<file path="src/rtl/mul_unit_regs.svh">
// constants for the unsigned 8x8 multiply unit: opcodes, address limits and reset values
`ifndef MUL_UNIT_REGS_SVH
`define MUL_UNIT_REGS_SVH

// ==========================================================================
// instruction encodings
`define MUL_LIT_OPCODE 8'h0d
`define MUL_REG_OPCODE 7'h01
`define MUL_OPC_HI 15
`define MUL_OPC_LIT_LO 8
`define MUL_OPC_REG_LO 9
`define MUL_BANK_BIT 8
`define MUL_OPERAND_HI 7
`define MUL_OPERAND_LO 0

// ==========================================================================
// data memory addressing
`define MUL_ACCESS_LIMIT 8'h5f
`define MUL_ACCESS_LOW_BANK 4'h0
`define MUL_ACCESS_HIGH_BANK 4'hf

// ==========================================================================
// reset values
`define MUL_BYTE_RESET 8'h00
`define MUL_WORD_RESET 16'h0000
`define MUL_INSTR_RESET 16'h0000
`define MUL_ADDR_RESET 12'h000

`endif

</file>
<file path="src/rtl/mul_unit_pkg.sv">
// types shared by the unsigned 8x8 multiply unit
package mul_unit_pkg;

	// ==================================================================
	// quarter-cycle phase, gray coded around the ring
	typedef enum logic [1:0] {
		PH_DECODE = 2'b00,
		PH_READ = 2'b01,
		PH_PROCESS = 2'b11,
		PH_WRITE = 2'b10
	} quarter_t;

	// which multiply the latched word holds
	typedef enum logic [1:0] {
		MUL_NONE = 2'b00,
		MUL_LITERAL = 2'b01,
		MUL_REGISTER = 2'b11
	} mul_kind_t;

endpackage

</file>
<file path="src/rtl/unsigned_8x8_multiply_unit.sv">
// unsigned 8x8 multiply datapath with its quarter-cycle sequencer
`timescale 1ns/1ns
`default_nettype none
`include "mul_unit_regs.svh"

module unsigned_8x8_multiply_unit (
	// clock and reset
	input wire logic ref_clk_in,
	input wire logic reset_n_in,
	// instruction from fetch, sampled in the decode quarter
	input wire logic instr_valid_in,
	input wire logic [15:0] instr_word_in,
	// core state used as operands and for addressing
	input wire logic [7:0] accumulator_in,
	input wire logic [3:0] bank_select_register_in,
	input wire logic ext_set_enable_in,
	input wire logic [11:0] index_base_in,
	// data memory read port
	output logic mem_rd_en_out,
	output logic [11:0] mem_rd_addr_out,
	input wire logic [7:0] mem_rd_data_in,
	// write strobes toward the core
	output logic mem_wr_en_out,
	output logic accumulator_wr_en_out,
	output logic status_wr_en_out,
	output logic product_wr_en_out,
	// phase and result
	output mul_unit_pkg::quarter_t quarter_out,
	output logic mul_active_out,
	output logic [7:0] product_high_byte_out,
	output logic [7:0] product_low_byte_out
);
	import mul_unit_pkg::*;

	// ==================================================================
	// shared decoding and arithmetic
	// the byte field serves as register address or as literal
	function automatic logic [7:0] operand_field(input logic [15:0] word);
		operand_field = word[`MUL_OPERAND_HI:`MUL_OPERAND_LO];
	endfunction

	// literal form owns the whole top byte
	function automatic logic is_literal_word(input logic [15:0] word);
		is_literal_word = word[`MUL_OPC_HI:`MUL_OPC_LIT_LO] == `MUL_LIT_OPCODE;
	endfunction

	// register form gives up one opcode bit to the bank select operand
	function automatic logic is_register_word(input logic [15:0] word);
		is_register_word = word[`MUL_OPC_HI:`MUL_OPC_REG_LO] == `MUL_REG_OPCODE;
	endfunction

	// operands widened before the multiply so the high byte is never cut
	function automatic logic [15:0] unsigned_product(input logic [7:0] a, input logic [7:0] b);
		unsigned_product = {8'h00, a} * {8'h00, b};
	endfunction

	// ==================================================================
	// state
	// phase ring and the kind of word taken
	quarter_t quarter_r;
	quarter_t quarter_nxt;
	mul_kind_t kind_r;
	mul_kind_t kind_nxt;
	// latched word and resolved address
	logic [15:0] instr_r;
	logic [11:0] addr_r;
	// datapath pipeline and the product pair
	logic [7:0] operand_r;
	logic [15:0] product_r;
	logic [7:0] product_high_byte_r;
	logic [7:0] product_low_byte_r;

	// ==================================================================
	// decode of the incoming word
	wire is_multiply_literal_op;
	wire is_multiply_register_op;
	wire [7:0] reg_operand;
	wire bank_bit;
	wire indexed_mode;
	wire [11:0] access_addr;
	wire [11:0] banked_addr;
	wire [11:0] indexed_addr;
	wire [11:0] resolved_addr;
	wire low_access;

	// decode looks at the raw word; the latch follows at the decode edge
	assign is_multiply_literal_op =
		is_literal_word(instr_word_in);
	assign is_multiply_register_op =
		is_register_word(instr_word_in);
	assign reg_operand = operand_field(instr_word_in);
	assign bank_bit = instr_word_in[`MUL_BANK_BIT];
	assign low_access = reg_operand <= `MUL_ACCESS_LIMIT;

	// address resolution; the access bank splits at the same boundary
	assign access_addr = low_access ? {`MUL_ACCESS_LOW_BANK, reg_operand}
		: {`MUL_ACCESS_HIGH_BANK, reg_operand};
	assign banked_addr = {bank_select_register_in, reg_operand};
	// indexed form wraps inside the 12-bit space, carry dropped
	assign indexed_addr = index_base_in + {4'h0, reg_operand};
	assign indexed_mode = !bank_bit && ext_set_enable_in && low_access;
	assign resolved_addr = bank_bit ? banked_addr
		: (indexed_mode ? indexed_addr : access_addr);

	// ==================================================================
	// next-state terms
	// one instruction cycle is four quarters from decode:
	// decode latches the word, its kind and the resolved address
	// read takes the operand byte, from memory or from the literal
	// process forms the product with the accumulator of that quarter
	// write moves both bytes out at the same edge
	// accumulator taken late on purpose, so an update just before
	// this word is seen; the price is that it must hold through process
	// a word offered outside decode is dropped without any sign
	always_comb begin
		case (quarter_r)
			PH_DECODE: quarter_nxt = PH_READ;
			PH_READ: quarter_nxt = PH_PROCESS;
			PH_PROCESS: quarter_nxt = PH_WRITE;
			PH_WRITE: quarter_nxt = PH_DECODE;
			default: quarter_nxt = PH_DECODE;
		endcase
	end

	// a new word is only taken in the decode quarter
	// anything but a multiply leaves the product pair alone
	always_comb begin
		kind_nxt = kind_r;
		if (quarter_r == PH_DECODE) begin
			if (!instr_valid_in)
				kind_nxt = MUL_NONE;
			else if (is_multiply_literal_op)
				kind_nxt = MUL_LITERAL;
			else if (is_multiply_register_op)
				kind_nxt = MUL_REGISTER;
			else
				kind_nxt = MUL_NONE;
		end
	end

	// ==================================================================
	// phase ring and decode latch
	// bank select and index base only matter in decode
	always_ff @(posedge ref_clk_in or negedge reset_n_in) begin
		if (!reset_n_in) begin
			quarter_r <= PH_DECODE;
			kind_r <= MUL_NONE;
			instr_r <= `MUL_INSTR_RESET;
			addr_r <= `MUL_ADDR_RESET;
		end else begin
			quarter_r <= quarter_nxt;
			kind_r <= kind_nxt;
			if (quarter_r == PH_DECODE) begin
				instr_r <= instr_word_in;
				addr_r <= resolved_addr;
			end
		end
	end

	// ==================================================================
	// operand read in the read quarter; literal comes from the word itself
	// memory data counts only in the read quarter, later it may be stale
	always_ff @(posedge ref_clk_in or negedge reset_n_in) begin
		if (!reset_n_in)
			operand_r <= `MUL_BYTE_RESET;
		else if (quarter_r == PH_READ)
			operand_r <= (kind_r == MUL_LITERAL) ?
				operand_field(instr_r) : mem_rd_data_in;
	end

	// ==================================================================
	// process quarter: both operands zero-extended, so the product is exact
	always_ff @(posedge ref_clk_in or negedge reset_n_in) begin
		if (!reset_n_in)
			product_r <= `MUL_WORD_RESET;
		else if (quarter_r == PH_PROCESS)
			product_r <= unsigned_product(accumulator_in, operand_r);
	end

	// ==================================================================
	// write quarter: both bytes land together, never a half
	// an idle cycle never writes, so the last product stands
	always_ff @(posedge ref_clk_in or negedge reset_n_in) begin
		if (!reset_n_in) begin
			product_high_byte_r <= `MUL_BYTE_RESET;
			product_low_byte_r <= `MUL_BYTE_RESET;
		end else if (quarter_r == PH_WRITE && kind_r != MUL_NONE) begin
			product_high_byte_r <= product_r[15:8];
			product_low_byte_r <= product_r[7:0];
		end
	end

	// ==================================================================
	// outputs; the source register and accumulator are only ever read
	// no write path back to memory, accumulator or flags exists at all,
	// so a zero product cannot disturb any flag either
	assign mem_rd_en_out = quarter_r == PH_READ && kind_r == MUL_REGISTER;
	assign mem_rd_addr_out = addr_r;
	assign mem_wr_en_out = 1'b0;
	assign accumulator_wr_en_out = 1'b0;
	assign status_wr_en_out = 1'b0;
	assign product_wr_en_out = quarter_r == PH_WRITE && kind_r != MUL_NONE;
	assign quarter_out = quarter_r;
	assign mul_active_out = kind_r != MUL_NONE;
	assign product_high_byte_out = product_high_byte_r;
	assign product_low_byte_out = product_low_byte_r;

endmodule

`default_nettype wire

</file>
<file path="config.mk">
export PLATFORM = sky130hd
export DESIGN_NAME = unsigned_8x8_multiply_unit
export DESIGN_NICKNAME = d
export VERILOG_FILES = /design/src/rtl/mul_unit_pkg.sv /design/src/rtl/unsigned_8x8_multiply_unit.sv
export VERILOG_INCLUDE_DIRS = /design/src /design/src/rtl
export SDC_FILE = /design/constraint.sdc
export NUM_CORES = 1
export LEC_CHECK = 0
export ABC_AREA = 1
export CORE_ASPECT_RATIO = 0.75
export CORE_MARGIN = 5
export CORE_UTILIZATION = 60
export CTS_BUF_LIST = sky130_fd_sc_hd__clkbuf_16
export DETAILED_ROUTE_END_ITERATION = 16
export DONT_BUFFER_PORTS = 1
export GPL_ROUTABILITY_DRIVEN = 0
export HOLD_SLACK_MARGIN = 0.08
export PLACE_DENSITY_LB_ADDON = 0.1
export SYNTH_ARGS = -nofsm -noshare
export SYNTH_HDL_FRONTEND = slang
export SYNTH_SLANG_ARGS = --single-unit
</file>
<file path="constraint.sdc">
create_clock -name ref_clk_in -period 4.9 [get_ports ref_clk_in]
set_input_delay 0.735 -clock ref_clk_in [delete_from_list [all_inputs] [get_ports ref_clk_in]]
set_output_delay 0.735 -clock ref_clk_in [all_outputs]
set_load 0.1 [all_outputs]
</file>
# --- After elaboration in Yosys (flattened, before gate mapping) ---
# Index checks and enable logic that the tools add are counted.
totals:
  out_inout_bits: 36
  register_bits: 64
classes:
  eq_ne: 7
  n_mux: 8
  order_cmp: 1
  mul: 1
  n_addsub: 1
  reduce_logical: 7
ops:
  columns: ["operator", "count"]
  rows:
  - ["$mux 12", 3]
  - ["$mul 8x8->16", 1]
  - ["$add 12x8->12", 1]
  - ["$eq 8x4->1 const B", 1]
  - ["$le 8x7->1 const B", 1]
  - ["$mux 8", 1]
  - ["$pmux 2 s4", 1]
  - ["$eq 7x1->1 const B", 1]
  - ["$eq 2x2->1 const B", 3]
  - ["$mux 2", 3]
  - ["$eq 2x1->1 const B", 2]
  - ["$logic_and 1x1->1", 4]
  - ["$logic_not 2->1", 1]
  - ["$reduce_bool 2->1", 1]
  - ["$logic_not 1->1", 1]

# --- Logic depth before layout (Yosys ltp) ---
logic_depth:
  word_depth: 5
  mapped_depth: 19
  mapped_depth_nobuf: 18

# --- Least setup slack after synthesis ---
# OpenSTA, ideal clock, no wires.
synth_path:
  path_type: "flip-flop to output port"
  startpoint: "register quarter_r[0] (netlist: quarter_out[0])"
  endpoint: "output port mem_rd_en_out"
  t_arrival_ps: 4095
  n_path_buf: 0
  setup_slack_ps: 70
  stages_incl_launch_ff: 3
  required_ps: 4165
  cell_sequence: "dfrtp_1 inv_1 nor4_1"
synth_via:
  elab_chain_cells: 2
synth_lines:
  columns: ["element", "line", "text"]
  rows:
  - ["from (decl)", "unsigned_8x8_multiply_unit.sv:60", "quarter_t quarter_r;"]
  - ["from (signal assigned)", "unsigned_8x8_multiply_unit.sv:151", "quarter_r <= quarter_nxt;"]
  - ["$eq 2x1->1", "unsigned_8x8_multiply_unit.sv:197", "assign mem_rd_en_out = quarter_r == PH_READ && kind_r == MUL_REGISTER;"]
  - ["$logic_and 1x1->1", "unsigned_8x8_multiply_unit.sv:197", null]
  - ["to (decl)", "unsigned_8x8_multiply_unit.sv:19", "output logic mem_rd_en_out,"]
# Every way passes these cells.

# --- Worst setup path in the final report ---
layout_path:
  startpoint: "register operand_r[7]"
  endpoint: "register product_r[14]"
layout_via:
  elab_chain_cells: 1
layout_lines:
  columns: ["element", "line", "text"]
  rows:
  - ["from (decl)", "unsigned_8x8_multiply_unit.sv:68", "logic [7:0] operand_r;"]
  - ["from (signal assigned)", "unsigned_8x8_multiply_unit.sv:165", "operand_r <= `MUL_BYTE_RESET;"]
  - ["from (signal assigned)", "unsigned_8x8_multiply_unit.sv:167", "operand_r <= (kind_r == MUL_LITERAL) ?"]
  - ["$mul 8x8->16", "unsigned_8x8_multiply_unit.sv:54", "unsigned_product = {8'h00, a} * {8'h00, b};"]
  - ["to (signal assigned)", "unsigned_8x8_multiply_unit.sv:175", "product_r <= `MUL_WORD_RESET;"]
  - ["to (signal assigned)", "unsigned_8x8_multiply_unit.sv:177", "product_r <= unsigned_product(accumulator_in, operand_r);"]
  - ["to (decl)", "unsigned_8x8_multiply_unit.sv:69", "logic [15:0] product_r;"]
# Every way passes these cells.
# A chain may end at the register's enable or synchronous reset.

==> results.txt <==
Status: finished, final reports clean
Final count of hold timing violations: 0
Tmin final: 4.27 ns
Reg-to-Reg End: product_r[14]
Wire length per cell: 14.3 microns
Max-Cap Viols: 0
Post-Syn Instances: 748
Routed vias/inst: 5.27
Core area: 0.00897 sq mm
Clk Latency, worst-skew pair: 0.32 ns
Layout cells sized above 1: 0.0324
Worst-path clk slew: 0.05 ns
CTS tree: done
ANT cells: 0
Synth unique cells: 28
Port-buffer cells: 0
Arrival @ worst endpoint: 4.46 ns
Power Internal: 1270 uW
Max Slew Vio Count: 0
Gr ovfl total: 0
WS Path Type: flop to flop
Row cnt: 30
Top-Level Pins: 88
DIE AREA: 0.0111 sq mm
Synth area leader: dfrtp_1
Pre-antenna DRT Iters: 5
Clock Path Buffers: 2
RSZ-0062 raised after global routing: no
Switching power: 967 uW
Die height: 92.5 microns
H-Tree Level Count: 3
Synth area leaders: dfrtp_1 29%, nand2_1 16%, fa_1 14%
Ys flop type: dfrtp_1
Sequential Power Share: 0.359
Yosys reg bits: 64
Count leader, synth: nand2_1
Logic gate share of total power: 0.385
Flop-to-flop setup slack: 0.63 ns
Overall Global Routing Usage: 0.234
Post-synth EDFFs: 0
RR Startpoint: operand_r[7]
Clock power frac: 0.256
Area grow syn2layout: 6.39%
Post CTS Setup Buffer Count: 0
Startpoint Class: flop
PwrDens: 386 mW/mm^2
Die W: 120 microns
Fin nets: 869
Global-route wire length before repair: 21.0 mm
Worst EP required: 5.09 ns
FFs w/ async S/R, synth: 1.00
Seq/Total Area, Yosys: 0.294
Remaining antenna violation count after routing: 0
Via Count: 4,493
Critical path peak fanout: 9
FMAX: 234 MHz
Starting DRT DRC Count: 255
Final Cycle Share: 0.871
Setup TNS: 0 ns
Max IR drop VDD: 0.255 mV
Initial Util: 0.607
Synth top area share: 0.294
Hold Crit Class: input port to async pin
Largest net degree at the start of global routing: 65
Vias in the first global route: 4,471
CTS resizes: 0
Mapped Area: 0.00545 sq mm
Leakage Power: 0.00342 uW
Final wirelength: 12.2 mm
Synth warn: 0
CTS Buf Count: 9
Tot Pwr: 2240 uW
CTS sink cnt: 64
Worst slew pin tran: 1.14 ns
Root cell of the clock tree: clkbuf_16
Final setup viols: 0
Max transition margin: 0.240
Synth top cells by count: 226 x nand2_1, 157 x inv_1, 64 x dfrtp_1
CTS Hold Bufs: 0
FF-to-FF path depth: 15
Crit path capture type: flop
Initial antenna violation count: 0
DRC: 0
Clock skew: 0.00234 ns
Switching fraction of total power: 0.432
Avg Cell Area, Syn: 7.28 sq um
HPWL Detailed: 10.2 mm
[through the flow]
stage / hold slack, ns / std cells / utilization / cell area, sq um / setup slack [ns]
2_1_floorplan: 0.439 / 750 / - / 5450 / 0.0695
6_report: 0.100 / 853 / 0.646 / 5790 / 0.632
5_1_grt: 0.0837 / 853 / 0.646 / 5790 / 0.337
3_5_place_dp: 0.441 / 837 / 0.615 / 5520 / 0.504
3_3_place_gp: 0.441 / 837 / 0.615 / 5520 / 0.592
4_1_cts: 0.0931 / 853 / 0.646 / 5790 / 0.635
[critical path, cell delays in order (launching register included)]
cell and delay, ns:
dfrtp_1 0.55, nand2_1 0.13, fa_1 0.53, fa_1 0.55
inv_1 0.05, fa_1 0.53, inv_1 0.06, fa_1 0.52
inv_1 0.04, ha_1 0.34, a21oi_1 0.26, nor2_1 0.08
o21ai_0 0.21, nand4_1 0.11, nand3_1 0.09, o21ai_0 0.08
[metal layers]
metal | share of wire | up-vias | global-route usage
met5 | 0 | - | 0
li1 | - | 2242 | -
met2 | 0.45 | 168 | 0.369
met4 | 0.0087 | 0 | 0.0448
met3 | 0.095 | 11 | 0.0696
met1 | 0.45 | 2072 | 0.324
[power groups by stage]
stage	logic (uW)	clock network, uW	registers (uW)
global placement	835	0	810
global route	1000	617	813
finish	862	573	803
detailed placement	856	0	812
floorplan	689	0	788
CTS	863	585	804
[final cells by class]
type | instances | area, sq um
fill | 819 | 3180
inverter | 161 | 604
timing repair buffer | 3 | 42.5
clock buffer | 9 | 225
tap | 112 | 140
clock inverter | 7 | 47.5
sequential | 64 | 1600
multi-input combinational | 497 | 3130
[registers in the layout, summed over array words and instances, names as in the netlist]
register / count
instr_r: 8
kind_r: 2
mem_rd_addr_out: 12
operand_r: 8
product_high_byte_out: 8
product_low_byte_out: 8
product_r: 16
quarter_out: 2
[worst max path at each step]
stage | start | to | slack [ns]
after global placement | accumulator_in[0] | product_r[14] | 0.59
after floorplan | quarter_out[0] | mem_rd_en_out | 0.07
after CTS | operand_r[7] | product_r[14] | 0.64
final | operand_r[7] | product_r[14] | 0.63
after detailed placement | accumulator_in[0] | product_r[14] | 0.50
after global routing | operand_r[7] | product_r[14] | 0.34
[cells by family (layout without fill, tap and decap cells)]
family | after synthesis | in the layout | share of synthesized area
AOI/OAI and AO/OA | 85 | 85 | 0.0827
xor gates and xnor gates | 10 | 10 | 0.0161
adders and majority gates | 81 | 81 | 0.237
buffers and inverters | 189 | 180 | 0.133
DFF | 64 | 64 | 0.294
other | 1 | 3 | 0.000689
and+or+nand+nor | 318 | 318 | 0.236
[placed cells by master, fill, tap and decap left out, drive strengths merged]
cell	n
nand2	226
inv	160
dfrtp	64
nor2	47
o21ai	46
ha	44
fa	37
nand3	31
a21oi	25
xnor2	10
nand4	9
a31oi	9
clkbuf	9
clkinvlp	4
clkinv	4
conb	3
nor4	3
buf	3
o21bai	2
nor3	1
a21o	1
a21boi	1
nand3b	1
a22o	1
(Power assumes the default switching activity.)
